--- src/dio_map.svh ---
// Summary of operation
// - A settable wait time is held for the change from gain group one to two.
// - A separate wait time for the change back, 0 to 1000 ms, reset 0, writable at any time.
// - The position controller output is forced to zero while the error is below the dead band.
// - Each input function is the OR of its connector input, its software control bit and input one where input one is assigned to it.
// - Control word A holds one function per bit; bit 9 is reserved.
// - Control word B holds sixteen further functions, one per bit, used the same way.
// - Status word A mirrors drive outputs in bits 10 to 0; bits 15 to 11 read zero.
// - Status word B mirrors origin, end of stroke and six index outputs; bits 15 to 8 read zero.
// - Status words follow the internal output states whether or not any pin carries them.
// - Input one has a 16-bit assignment word, writable at any time, reset to 0x000f.
// - Assignment bit 15 is polarity (1 inverts), bits 14 to 8 are reserved, bits 7 to 0 the code.
// - Assignment code 0x00 leaves the pin unused and 0x0f makes it drive servo enable.
`ifndef DIO_MAP_SVH
`define DIO_MAP_SVH

// Object indices
`define DIO_IDX_GAIN_WAIT      16'h211c
`define DIO_IDX_GAIN_RETURN    16'h211d
`define DIO_IDX_DEAD_BAND      16'h211e
`define DIO_IDX_SOFT_A         16'h211f
`define DIO_IDX_SOFT_B         16'h2120
`define DIO_IDX_STATUS_A       16'h2121
`define DIO_IDX_STATUS_B       16'h2122
`define DIO_IDX_INPUT_ONE      16'h2200

// Reset values
`define DIO_RST_GAIN_WAIT      16'h0000
`define DIO_RST_GAIN_RETURN    16'h0000
`define DIO_RST_DEAD_BAND      16'h0000
`define DIO_RST_SOFT           16'h0000
`define DIO_RST_INPUT_ONE      16'h000f

// Ranges and field layout
`define DIO_MAX_SETTING        16'h03e8
`define DIO_SOFT_A_MASK        16'hfdff
`define DIO_SOFT_B_MASK        16'hffff
`define DIO_ASSIGN_MASK        16'h80ff
`define DIO_ASSIGN_POL_BIT     15
`define DIO_CODE_NONE          8'h00
`define DIO_CODE_SERVO_ON      8'h0f
`define DIO_STAT_A_W           11
`define DIO_STAT_B_W           8

// Wait time unit: one millisecond at 20 MHz
`define DIO_CLK_HZ             20000000
`define DIO_WAIT_UNIT_MS       1
`define DIO_CYC_PER_MS         (`DIO_CLK_HZ / 1000 * `DIO_WAIT_UNIT_MS)

`endif

--- src/dio_pkg.sv ---
`default_nettype none
package dio_pkg;

  // Parameter access request from the fieldbus side
  typedef struct packed {
    logic        valid;
    logic        write;
    logic [15:0] index;
    logic [15:0] wdata;
  } dio_req_t;

  // Answer, one cycle after the request
  typedef struct packed {
    logic        ack;
    logic        err;
    logic [15:0] rdata;
  } dio_rsp_t;

  // Input function vector: word A in low half, word B in high half
  typedef struct packed {
    logic [15:0] b;
    logic [15:0] a;
  } dio_func_t;

endpackage : dio_pkg
`default_nettype wire

--- src/dio_bank.sv ---
`timescale 1ns/10ps
`default_nettype none
`include "dio_map.svh"
module dio_bank
  import dio_pkg::*;
#(
  parameter int ERR_W = 32
) (
  input  wire logic                        mclk,
  input  wire logic                        srst,
  input  wire dio_req_t                    req,
  output dio_rsp_t                         rsp,
  input  wire logic                        din_one_pin,
  input  wire dio_func_t                   conn_func_pin,
  input  wire logic [`DIO_STAT_A_W-1:0]    drive_out_a,
  input  wire logic [`DIO_STAT_B_W-1:0]    drive_out_b,
  input  wire logic signed [ERR_W-1:0]     pos_err,
  input  wire logic signed [ERR_W-1:0]     pos_ctrl_in,
  output logic signed [ERR_W-1:0]          pos_ctrl_out,
  output dio_func_t                        eff_func,
  output logic [15:0]                      gain_wait_ms,
  output logic [15:0]                      gain_return_ms
);

  logic [15:0] gain_wait_q;
  logic [15:0] gain_return_q;
  logic [15:0] dead_band_q;
  logic [15:0] soft_a_q;
  logic [15:0] soft_b_q;
  logic [15:0] status_a_q;
  logic [15:0] status_b_q;
  logic [15:0] assign_q;
  dio_rsp_t    rsp_q;
  dio_func_t   eff_q;
  logic        din_one_lvl;
  dio_func_t   conn_lvl;
  logic        wr;
  logic        in_range;
  logic [ERR_W-1:0] err_abs;
  logic        in_band;

  // Assignment code to function bit; probe codes drive no word bit
  function automatic dio_func_t code_to_func(input logic [7:0] code);
    dio_func_t f;
    f = '0;
    unique case (code)
      8'h01, 8'h02, 8'h03, 8'h04,
      8'h05, 8'h06, 8'h07, 8'h08: f.a[code[3:0] - 4'h1] = 1'b1;
      8'h0b:                       f.a[10] = 1'b1;
      8'h0c:                       f.a[11] = 1'b1;
      `DIO_CODE_SERVO_ON:          f.a[12] = 1'b1;
      8'h20:                       f.a[13] = 1'b1;
      8'h21:                       f.a[14] = 1'b1;
      8'h22:                       f.a[15] = 1'b1;
      8'h23:                       f.a[8]  = 1'b1;
      default:
      begin
        if (code[7:4] == 4'h1)
          f.b[code[3:0]] = 1'b1;
      end
    endcase
    return f;
  endfunction : code_to_func

  // Pin level inputs cross into mclk
  dio_pin_sync #(
    .W (33)
  ) u_sync (
    .mclk  (mclk),
    .srst  (srst),
    .pin   ({din_one_pin, conn_func_pin}),
    .level ({din_one_lvl, conn_lvl})
  );

  assign wr       = req.valid && req.write;
  assign in_range = (req.wdata <= `DIO_MAX_SETTING);

  // Wait times; out-of-range values are refused, not clipped
  always_ff @(posedge mclk)
  begin
    if (srst)
    begin
      gain_wait_q   <= `DIO_RST_GAIN_WAIT;
      gain_return_q <= `DIO_RST_GAIN_RETURN;
    end
    else if (wr && in_range)
    begin
      if (req.index == `DIO_IDX_GAIN_WAIT)
        gain_wait_q <= req.wdata;
      if (req.index == `DIO_IDX_GAIN_RETURN)
        gain_return_q <= req.wdata;
    end
  end

  // Dead band setting
  always_ff @(posedge mclk)
  begin
    if (srst)
      dead_band_q <= `DIO_RST_DEAD_BAND;
    else if (wr && in_range && req.index == `DIO_IDX_DEAD_BAND)
      dead_band_q <= req.wdata;
  end

  // Software control words; reserved bits never stored
  always_ff @(posedge mclk)
  begin
    if (srst)
    begin
      soft_a_q <= `DIO_RST_SOFT;
      soft_b_q <= `DIO_RST_SOFT;
    end
    else if (wr)
    begin
      if (req.index == `DIO_IDX_SOFT_A)
        soft_a_q <= req.wdata & `DIO_SOFT_A_MASK;
      if (req.index == `DIO_IDX_SOFT_B)
        soft_b_q <= req.wdata & `DIO_SOFT_B_MASK;
    end
  end

  // Input one assignment; reserved middle bits dropped
  always_ff @(posedge mclk)
  begin
    if (srst)
      assign_q <= `DIO_RST_INPUT_ONE;
    else if (wr && req.index == `DIO_IDX_INPUT_ONE)
      assign_q <= req.wdata & `DIO_ASSIGN_MASK;
  end

  // Status mirrors internal outputs, not the pins
  always_ff @(posedge mclk)
  begin
    if (srst)
    begin
      status_a_q <= '0;
      status_b_q <= '0;
    end
    else
    begin
      status_a_q <= {5'h00, drive_out_a};
      status_b_q <= {8'h00, drive_out_b};
    end
  end

  // Effective functions: connector, input one and software ORed
  always_ff @(posedge mclk)
  begin
    if (srst)
      eff_q <= '0;
    else if ((din_one_lvl ^ assign_q[`DIO_ASSIGN_POL_BIT])
             && assign_q[7:0] != `DIO_CODE_NONE)
      eff_q <= conn_lvl | {soft_b_q, soft_a_q}
               | code_to_func(assign_q[7:0]);
    else
      eff_q <= conn_lvl | {soft_b_q, soft_a_q};
  end

  // Magnitude of error; most negative value negates to itself, read unsigned as its magnitude
  assign err_abs = pos_err[ERR_W-1] ? ERR_W'(-pos_err) : ERR_W'(pos_err);
  assign in_band = err_abs < {{(ERR_W-16){1'b0}}, dead_band_q};

  always_ff @(posedge mclk)
  begin
    if (srst)
      pos_ctrl_out <= '0;
    else if (in_band)
      pos_ctrl_out <= '0;
    else
      pos_ctrl_out <= pos_ctrl_in;
  end

  // Access answer: one cycle later, unknown index, bad value or status write flags err
  always_ff @(posedge mclk)
  begin
    if (srst)
      rsp_q <= '0;
    else
    begin
      rsp_q.ack   <= req.valid;
      rsp_q.err   <= 1'b0;
      rsp_q.rdata <= 16'h0000;
      if (req.valid)
      begin
        unique case (req.index)
          `DIO_IDX_GAIN_WAIT:
          begin
            rsp_q.rdata <= gain_wait_q;
            rsp_q.err   <= req.write && !in_range;
          end
          `DIO_IDX_GAIN_RETURN:
          begin
            rsp_q.rdata <= gain_return_q;
            rsp_q.err   <= req.write && !in_range;
          end
          `DIO_IDX_DEAD_BAND:
          begin
            rsp_q.rdata <= dead_band_q;
            rsp_q.err   <= req.write && !in_range;
          end
          `DIO_IDX_SOFT_A:     rsp_q.rdata <= soft_a_q;
          `DIO_IDX_SOFT_B:     rsp_q.rdata <= soft_b_q;
          `DIO_IDX_STATUS_A:
          begin
            rsp_q.rdata <= status_a_q;
            rsp_q.err   <= req.write; // Read-only
          end
          `DIO_IDX_STATUS_B:
          begin
            rsp_q.rdata <= status_b_q;
            rsp_q.err   <= req.write; // Read-only
          end
          `DIO_IDX_INPUT_ONE:  rsp_q.rdata <= assign_q;
          default:             rsp_q.err   <= 1'b1;
        endcase
      end
    end
  end

  assign rsp            = rsp_q;
  assign eff_func       = eff_q;
  assign gain_wait_ms   = gain_wait_q;
  assign gain_return_ms = gain_return_q;
endmodule : dio_bank
`default_nettype wire

--- src/dio_pin_sync.sv ---
`timescale 1ns/10ps
`default_nettype none
module dio_pin_sync #(
  parameter int W = 1
) (
  input  wire logic         mclk,
  input  wire logic         srst,
  input  wire logic [W-1:0] pin,
  output logic      [W-1:0] level
);

  logic [W-1:0] s1_q;
  logic [W-1:0] s2_q;
  logic [W-1:0] s3_q;
  logic [W-1:0] agree;

  // Three stages; first stage feeds only the second
  always_ff @(posedge mclk)
  begin
    if (srst)
    begin
      s1_q <= '0;
      s2_q <= '0;
      s3_q <= '0;
    end
    else
    begin
      s1_q <= pin;
      s2_q <= s1_q;
      s3_q <= s2_q;
    end
  end

  // Per-bit agreement of stages two and three
  genvar i;
  generate
    for (i = 0; i < W; i++)
    begin : g_bit
      assign agree[i] = (s2_q[i] == s3_q[i]);
    end
  endgenerate

  // One process owns the output; a bit moves only while its stages agree
  always_ff @(posedge mclk)
  begin
    if (srst)
      level <= '0;
    else
      level <= (level & ~agree) | (s3_q & agree);
  end

endmodule : dio_pin_sync
`default_nettype wire

--- config.mk ---
export PLATFORM = sky130hd
export DESIGN_NAME = dio_bank
export DESIGN_NICKNAME = d
export VERILOG_FILES = /design/src/dio_pkg.sv /design/src/dio_bank.sv /design/src/dio_pin_sync.sv
export VERILOG_INCLUDE_DIRS = /design/src
export SDC_FILE = /design/constraint.sdc
export NUM_CORES = 1
export LEC_CHECK = 0
export BUFFER_PORTS_ARGS = -buffer_cell sky130_fd_sc_hd__buf_4
export CORE_ASPECT_RATIO = 0.6
export CORE_MARGIN = 2
export CORE_UTILIZATION = 56
export CTS_BUF_LIST = sky130_fd_sc_hd__clkbuf_8
export DETAILED_ROUTE_END_ITERATION = 7
export MAX_ROUTING_LAYER = met4
export PLACE_DENSITY = 0.94
export SKIP_CTS_REPAIR_TIMING = 1
export SYNTH_ARGS = -nofsm -noshare
export SYNTH_HDL_FRONTEND = slang
export SYNTH_HIERARCHICAL = 1
export SYNTH_SLANG_ARGS = --single-unit
--- constraint.sdc ---
create_clock -name mclk -period 4.1 [get_ports mclk]
set_clock_uncertainty 0.05 [all_clocks]
set_input_delay 0.615 -clock mclk [delete_from_list [all_inputs] [get_ports mclk]]
set_output_delay 0.615 -clock mclk [all_outputs]
set_load 0.01 [all_outputs]
Yosys cells after proc, flatten, opt, wreduce, memory -nomap -nowiden
Index checks and enable logic that the tools add are counted.
{"block": "classes", "addsub": 2, "n_mul": 0, "div": 0, "magnitude_cmp": 6, "n_eq_ne": 57, "n_shift": 0, "muxes": 39, "n_bitwise": 8, "reduce_logical": 21}
{"cell": "16-bit by 14-bit equality test with 1-bit output, second input constant", "count": 8}
{"cell": "16-bit one-hot mux with 8 select lines", "count": 1}
{"cell": "33-bit bitwise AND", "count": 2}
{"cell": "16-bit 2-to-1 mux", "count": 4}
{"cell": "32-bit 2-to-1 mux", "count": 2}
{"cell": "32-bit OR", "count": 2}
{"cell": "1-bit equality test", "count": 33}
{"cell": "33-bit NOT", "count": 1}
{"cell": "33-bit OR", "count": 1}
{"cell": "8-bit by 3-bit equality test with 1-bit output, second input constant", "count": 4}
{"cell": "8-bit by 4-bit equality test with 1-bit output, second input constant", "count": 4}
{"cell": "8-bit by 6-bit equality test with 1-bit output, second input constant", "count": 4}
{"cell": "32-bit by 16-bit less-than comparator with 1-bit output", "count": 1}
{"cell": "32-bit negator", "count": 1}
{"cell": "8-bit 2-to-1 mux", "count": 3}
{"cell": "1-bit 2-to-1 mux", "count": 19}
{"cell": "8-bit by 2-bit equality test with 1-bit output, second input constant", "count": 2}
{"cell": "16-bit by 10-bit less-or-equal comparator with 1-bit output, second input constant", "count": 1}
{"cell": "15-bit OR reduction", "count": 1}
{"cell": "1-bit one-hot mux with 2 select lines", "count": 7}
{"cell": "4-bit by 5-bit less-than comparator with 1-bit output, second input constant", "count": 2}
{"cell": "1-bit demux with 4-bit select", "count": 2}
{"cell": "8-bit by 1-bit equality test with 1-bit output, second input constant", "count": 1}
{"cell": "4-bit by 1-bit >= comparator with 1-bit output, second input constant", "count": 2}
{"cell": "12 further kinds", "count": 25}
{"block": "totals", "regBits": 334, "latch_bits": 0, "ramBits": 0, "romBits": 0, "in_bits": 152, "out_inout_bits": 114, "elab_cells": 153, "memories": 0}

Longest topological paths before layout
{"block": "depth", "depth_word": 10, "ltp_mapped": 15, "depth_no_buf": 14}

Hierarchy
Netlist, hierarchy kept.
{"mod": "dio_bank", "n_inst": 1, "cells_each": 903, "area_per_inst_um2": 8295.5, "seq_area_each_um2": 3783.6}
{"mod": "dio_pin_sync", "n_inst": 1, "cells_each": 344, "area_per_inst_um2": 3784.9, "seq_area_each_um2": 2642.5}

Worst setup path before layout
No wires, ideal clock.
{"block": "synth_timing", "path_type": "input-to-reg", "start": "in pos_err[1]", "end": "reg pos_ctrl_out[12]", "setup_time_ns": 0.132, "arrival_ns": 3.615, "required_time_ns": 3.918, "slack_ns": 0.302, "path_stages": 14, "path_buffers": 1, "path_cell_list": "inv_1 ha_1 or3b_2 nor3_1 a21o_1 xnor2_1 ha_1 a21oi_1 nand2_1 a2111oi_0 nand4_1 nor4_2 clkbuf_1 a21oi_1"}
{"block": "synth_via", "elab_chain_len": 4}
{"element": "start: declaration", "line": "dio_bank.sv:17", "rtl": "input wire logic signed [ERR_W-1:0] pos_err,"}
{"element": "32-bit negator", "line": "dio_bank.sv:159", "rtl": "assign err_abs = pos_err[ERR_W-1] ? ERR_W'(-pos_err) : ERR_W'(pos_err);"}
{"element": "32-bit 2-to-1 mux *", "line": "dio_bank.sv:159"}
{"element": "32-bit by 16-bit less-than comparator with 1-bit output *", "line": "dio_bank.sv:160", "rtl": "assign in_band = err_abs < {{(ERR_W-16){1'b0}}, dead_band_q};"}
{"element": "2-bit OR reduction (no source line) *"}
{"element": "end signal: assignment", "line": "dio_bank.sv:169", "rtl": "pos_ctrl_out <= pos_ctrl_in;"}
{"element": "end: declaration", "line": "dio_bank.sv:19", "rtl": "output logic signed [ERR_W-1:0] pos_ctrl_out,"}
Mark *: on every way between the ends. The rest lies on a longest branch, timed or not.
A chain may end at the register's enable or synchronous reset.

Worst setup path after layout
{"block": "layout_timing", "start": "in pos_err[7]", "end": "reg pos_ctrl_out[19]"}
The elaborated chain is that of the path after synthesis.

==> metrics.txt <==
Required @ worst endpoint between 4 and 5 ns; synth warn 6; CP top delay family simple AND/OR/NAND/NOR gates; Avg Cell Area, Syn just under 10 µm²; largest net degree at the start of global routing 118; Buffers on Ports approximately 270; Max-Cap Viols 0; Synth area leaders dfxtp_1 (53%), nor2b_1 (6.6%), mux2i_1 (4.2%); number of CTS-inserted buffers 43; area leader, netlist dfxtp_1; clk root buf clkbuf_8; commonest non-fill, non-tap cell in the layout dfxtp_1; period utilization 0.8558; ys flop type dfxtp_1; share of cells above drive strength 1 0.2342; Worst Hold End status_b_q[1]$_SDFF_PP0_; initial antenna violation count 1; commonest cells after routing, fill and taps aside dfxtp_1 (321), buf_4 (279), nor2b_1 (127); sequential area share after synthesis 0.5320; status finished clean; reg2reg end eff_func[7]$_SDFF_PP0_; CP peak stage delay 0.51 ns; RSZ-0062 raised after global routing no; drt total wl 34760 µm; min-delay worst type input port to flip-flop; synth-to-layout area growth 24.54%; Arr. time, crit path between 3 and 4 ns; Clock Sinks ~320; Max Root-Sink Buffers 3; GRT Util Overall 0.3036; post-synthesis adder-cell area fraction 0.01657; worst hold margin between 0.2 and 0.25 ns; routability congestion estimate 0.9426; Worst-path clk slew 0.07 ns; Synth Area in XOR/XNOR 0.01233; average via count per standard cell around 5.7; number of global-route vias before repair 9740; die area 22800 µm²; footprint of the multi-input gates 5279 µm²; Initial Utilization 0.5730; FFs w/ async S/R, synth 0; combinational family with the most area after synthesis simple AND/OR/NAND/NOR gates; fin area around 15000 µm²; post-synthesis cell count ~1200; FF-to-FF path depth 6; clk_lat worst skew roughly 0.55 ns; Highest Clock Rate between 200 and 300 MHz; vias 10330; Rel. slew slack 0.1064; I/O Pins 266; worst slew pin tran 1.330 ns; Layout Nets around 1700; H-tree levels 2; minimum clock period 3.509 ns; Pre-antenna DRT Iters 6; wire per inst ~19 µm; grt total ovfl 0; Max VDD drop between 300 and 400 µV; fin cells approximately 1800; DR iter-0 viols 1284; DRC violations left 0; post-synth net total 1415; Rows 41; Synth cell types 60; FF-to-FF setup slack around 1.5 ns; Final Hold Vio Count 0; area share of the largest cell type after synthesis 0.5320; register bit total from synthesis 321; hold depth 2; Cell Area, Synth 12080 µm²; Power Density a little under 400 nW/µm²; DIE WIDTH between 150 and 200 µm; Setup crit start kind input port; CP endpoint kind flip-flop; fin. max-slew vios 0; TritonCTS clock tree done; FF-to-FF Start assign_q[0]$_SDFFE_PP1P_; Post-synth EDFFs 0; Compound-Gate Fraction of Synth Area 0.1241; fin util 0.7135; die height approximately 120 µm; final setup vio count 0; crit-path max FO 32; multiplexer share of the synthesized area 0.06929; crit path buf inv count 2; Worst Hold Launch drive_out_b[1]; first-pass GRT wire length about 53000 µm; Max stage delay cell, worst path nor4_1; DP Area about 14000 µm²; Reg area ~6400 µm²; simple-gate portion of the synthesized area 0.2128; Filler cells ~1500; Final ANT Viol Nets 0; CP Cell Sequence buf_4 -> nor4_1 -> nand3_1 -> o41ai_1 -> xnor2_1 -> ha_1 -> nand4_1 -> a21oi_1 -> a2111oi_0 -> nand4_1 -> nor4_4 -> buf_12 -> a21oi_1; dpl cells approximately 1700; Leakage Power 6.021 nW; worst setup path class input port to flip-flop; Core ar. roughly 21000 µm²; Total Neg Setup Slack 0 ns; DP Wirelength roughly 26000 µm
==> per-stage QoR <==
step | setup slack [ns] | total power, mW
floorplan | 0.3020 | 3.478
global placement | 0.1191 | 3.691
detailed placement | 0.05638 | 3.706
CTS | 0.6234 | 5.825
global route | 0.2959 | 6.010
finish | 0.5912 | 5.801
==> cells by family after synthesis <==
family	after synthesis
buf+inv	94
compound gates	239
simple gates	494
flops	321
xor+xnor	17
mux	66
fa+ha+maj	16
==> final cells by class <==
type / instances / area share
Clock inverter: 27 / 0.007485
Inverter: 25 / 0.006238
Multi-Input combinational cell: 832 / 0.3509
Tap cell: 279 / 0.02320
Sequential cell: 321 / 0.4271
Clock buffer: 46 / 0.04208
Timing Repair Buffer: 282 / 0.1428
Antenna cell: 1 / 0.0001663
==> worst reg2reg max path, stage by stage (launching register included) <==
cell and delay [ns]:
dfxtp_1 0.59, nor2_1 0.14, nand2_1 0.09, o21ai_0 0.15, nor3_1 1.05, a211oi_1 0.27, nor2_1 0.16
==> layer usage <==
| metal | GRT usage | vias up | share of wire |
|---|---|---|---|
| li1 | - | 4832 | - |
| met1 | 0.4154 | 4915 | 0.43 |
| met2 | 0.4319 | 522 | 0.43 |
| met3 | 0.1060 | 64 | 0.12 |
| met4 | 0.06823 | 0 | 0.019 |
| met5 | - | - | 0 |
==> cell usage after synthesis (all sizes together), types with 8 or more instances <==
| cell type | number |
|---|---|
| a211oi | 30 |
| a21oi | 100 |
| a222oi | 12 |
| a22oi | 9 |
| and2 | 13 |
| and3 | 8 |
| buf | 24 |
| clkbuf | 45 |
| dfxtp | 321 |
| ha | 16 |
| inv | 25 |
| mux2i | 51 |
| mux4 | 14 |
| nand2 | 106 |
| nand2b | 40 |
| nand3 | 9 |
| nand4 | 9 |
| nor2 | 116 |
| nor2b | 127 |
| nor3 | 21 |
| nor4 | 13 |
| o21ai | 48 |
| or4 | 10 |
| xnor2 | 15 |
==> power breakdown <==
part | internal (mW) | switching, mW | leakage (nW)
Sequential | 3.19 | 0.0263 | 2.62
Clock | 1.03 | 1.12 | 0.465
Combinational | 0.212 | 0.220 | 2.94
==> worst max-delay path by stage <==
stage                             endpoint  depth (start not counted)        from  slack, ns
6_report       pos_ctrl_out[19]$_SDFF_PP0_                         13  pos_err[7]       0.59
5_1_grt        pos_ctrl_out[19]$_SDFF_PP0_                         13  pos_err[7]       0.30
4_1_cts        pos_ctrl_out[19]$_SDFF_PP0_                         13  pos_err[7]       0.62
3_5_place_dp   pos_ctrl_out[19]$_SDFF_PP0_                         13  pos_err[7]       0.06
3_3_place_gp   pos_ctrl_out[22]$_SDFF_PP0_                         15  pos_err[1]       0.12
2_1_floorplan  pos_ctrl_out[12]$_SDFF_PP0_                         14  pos_err[1]       0.30
(Power assumes the default switching activity.)
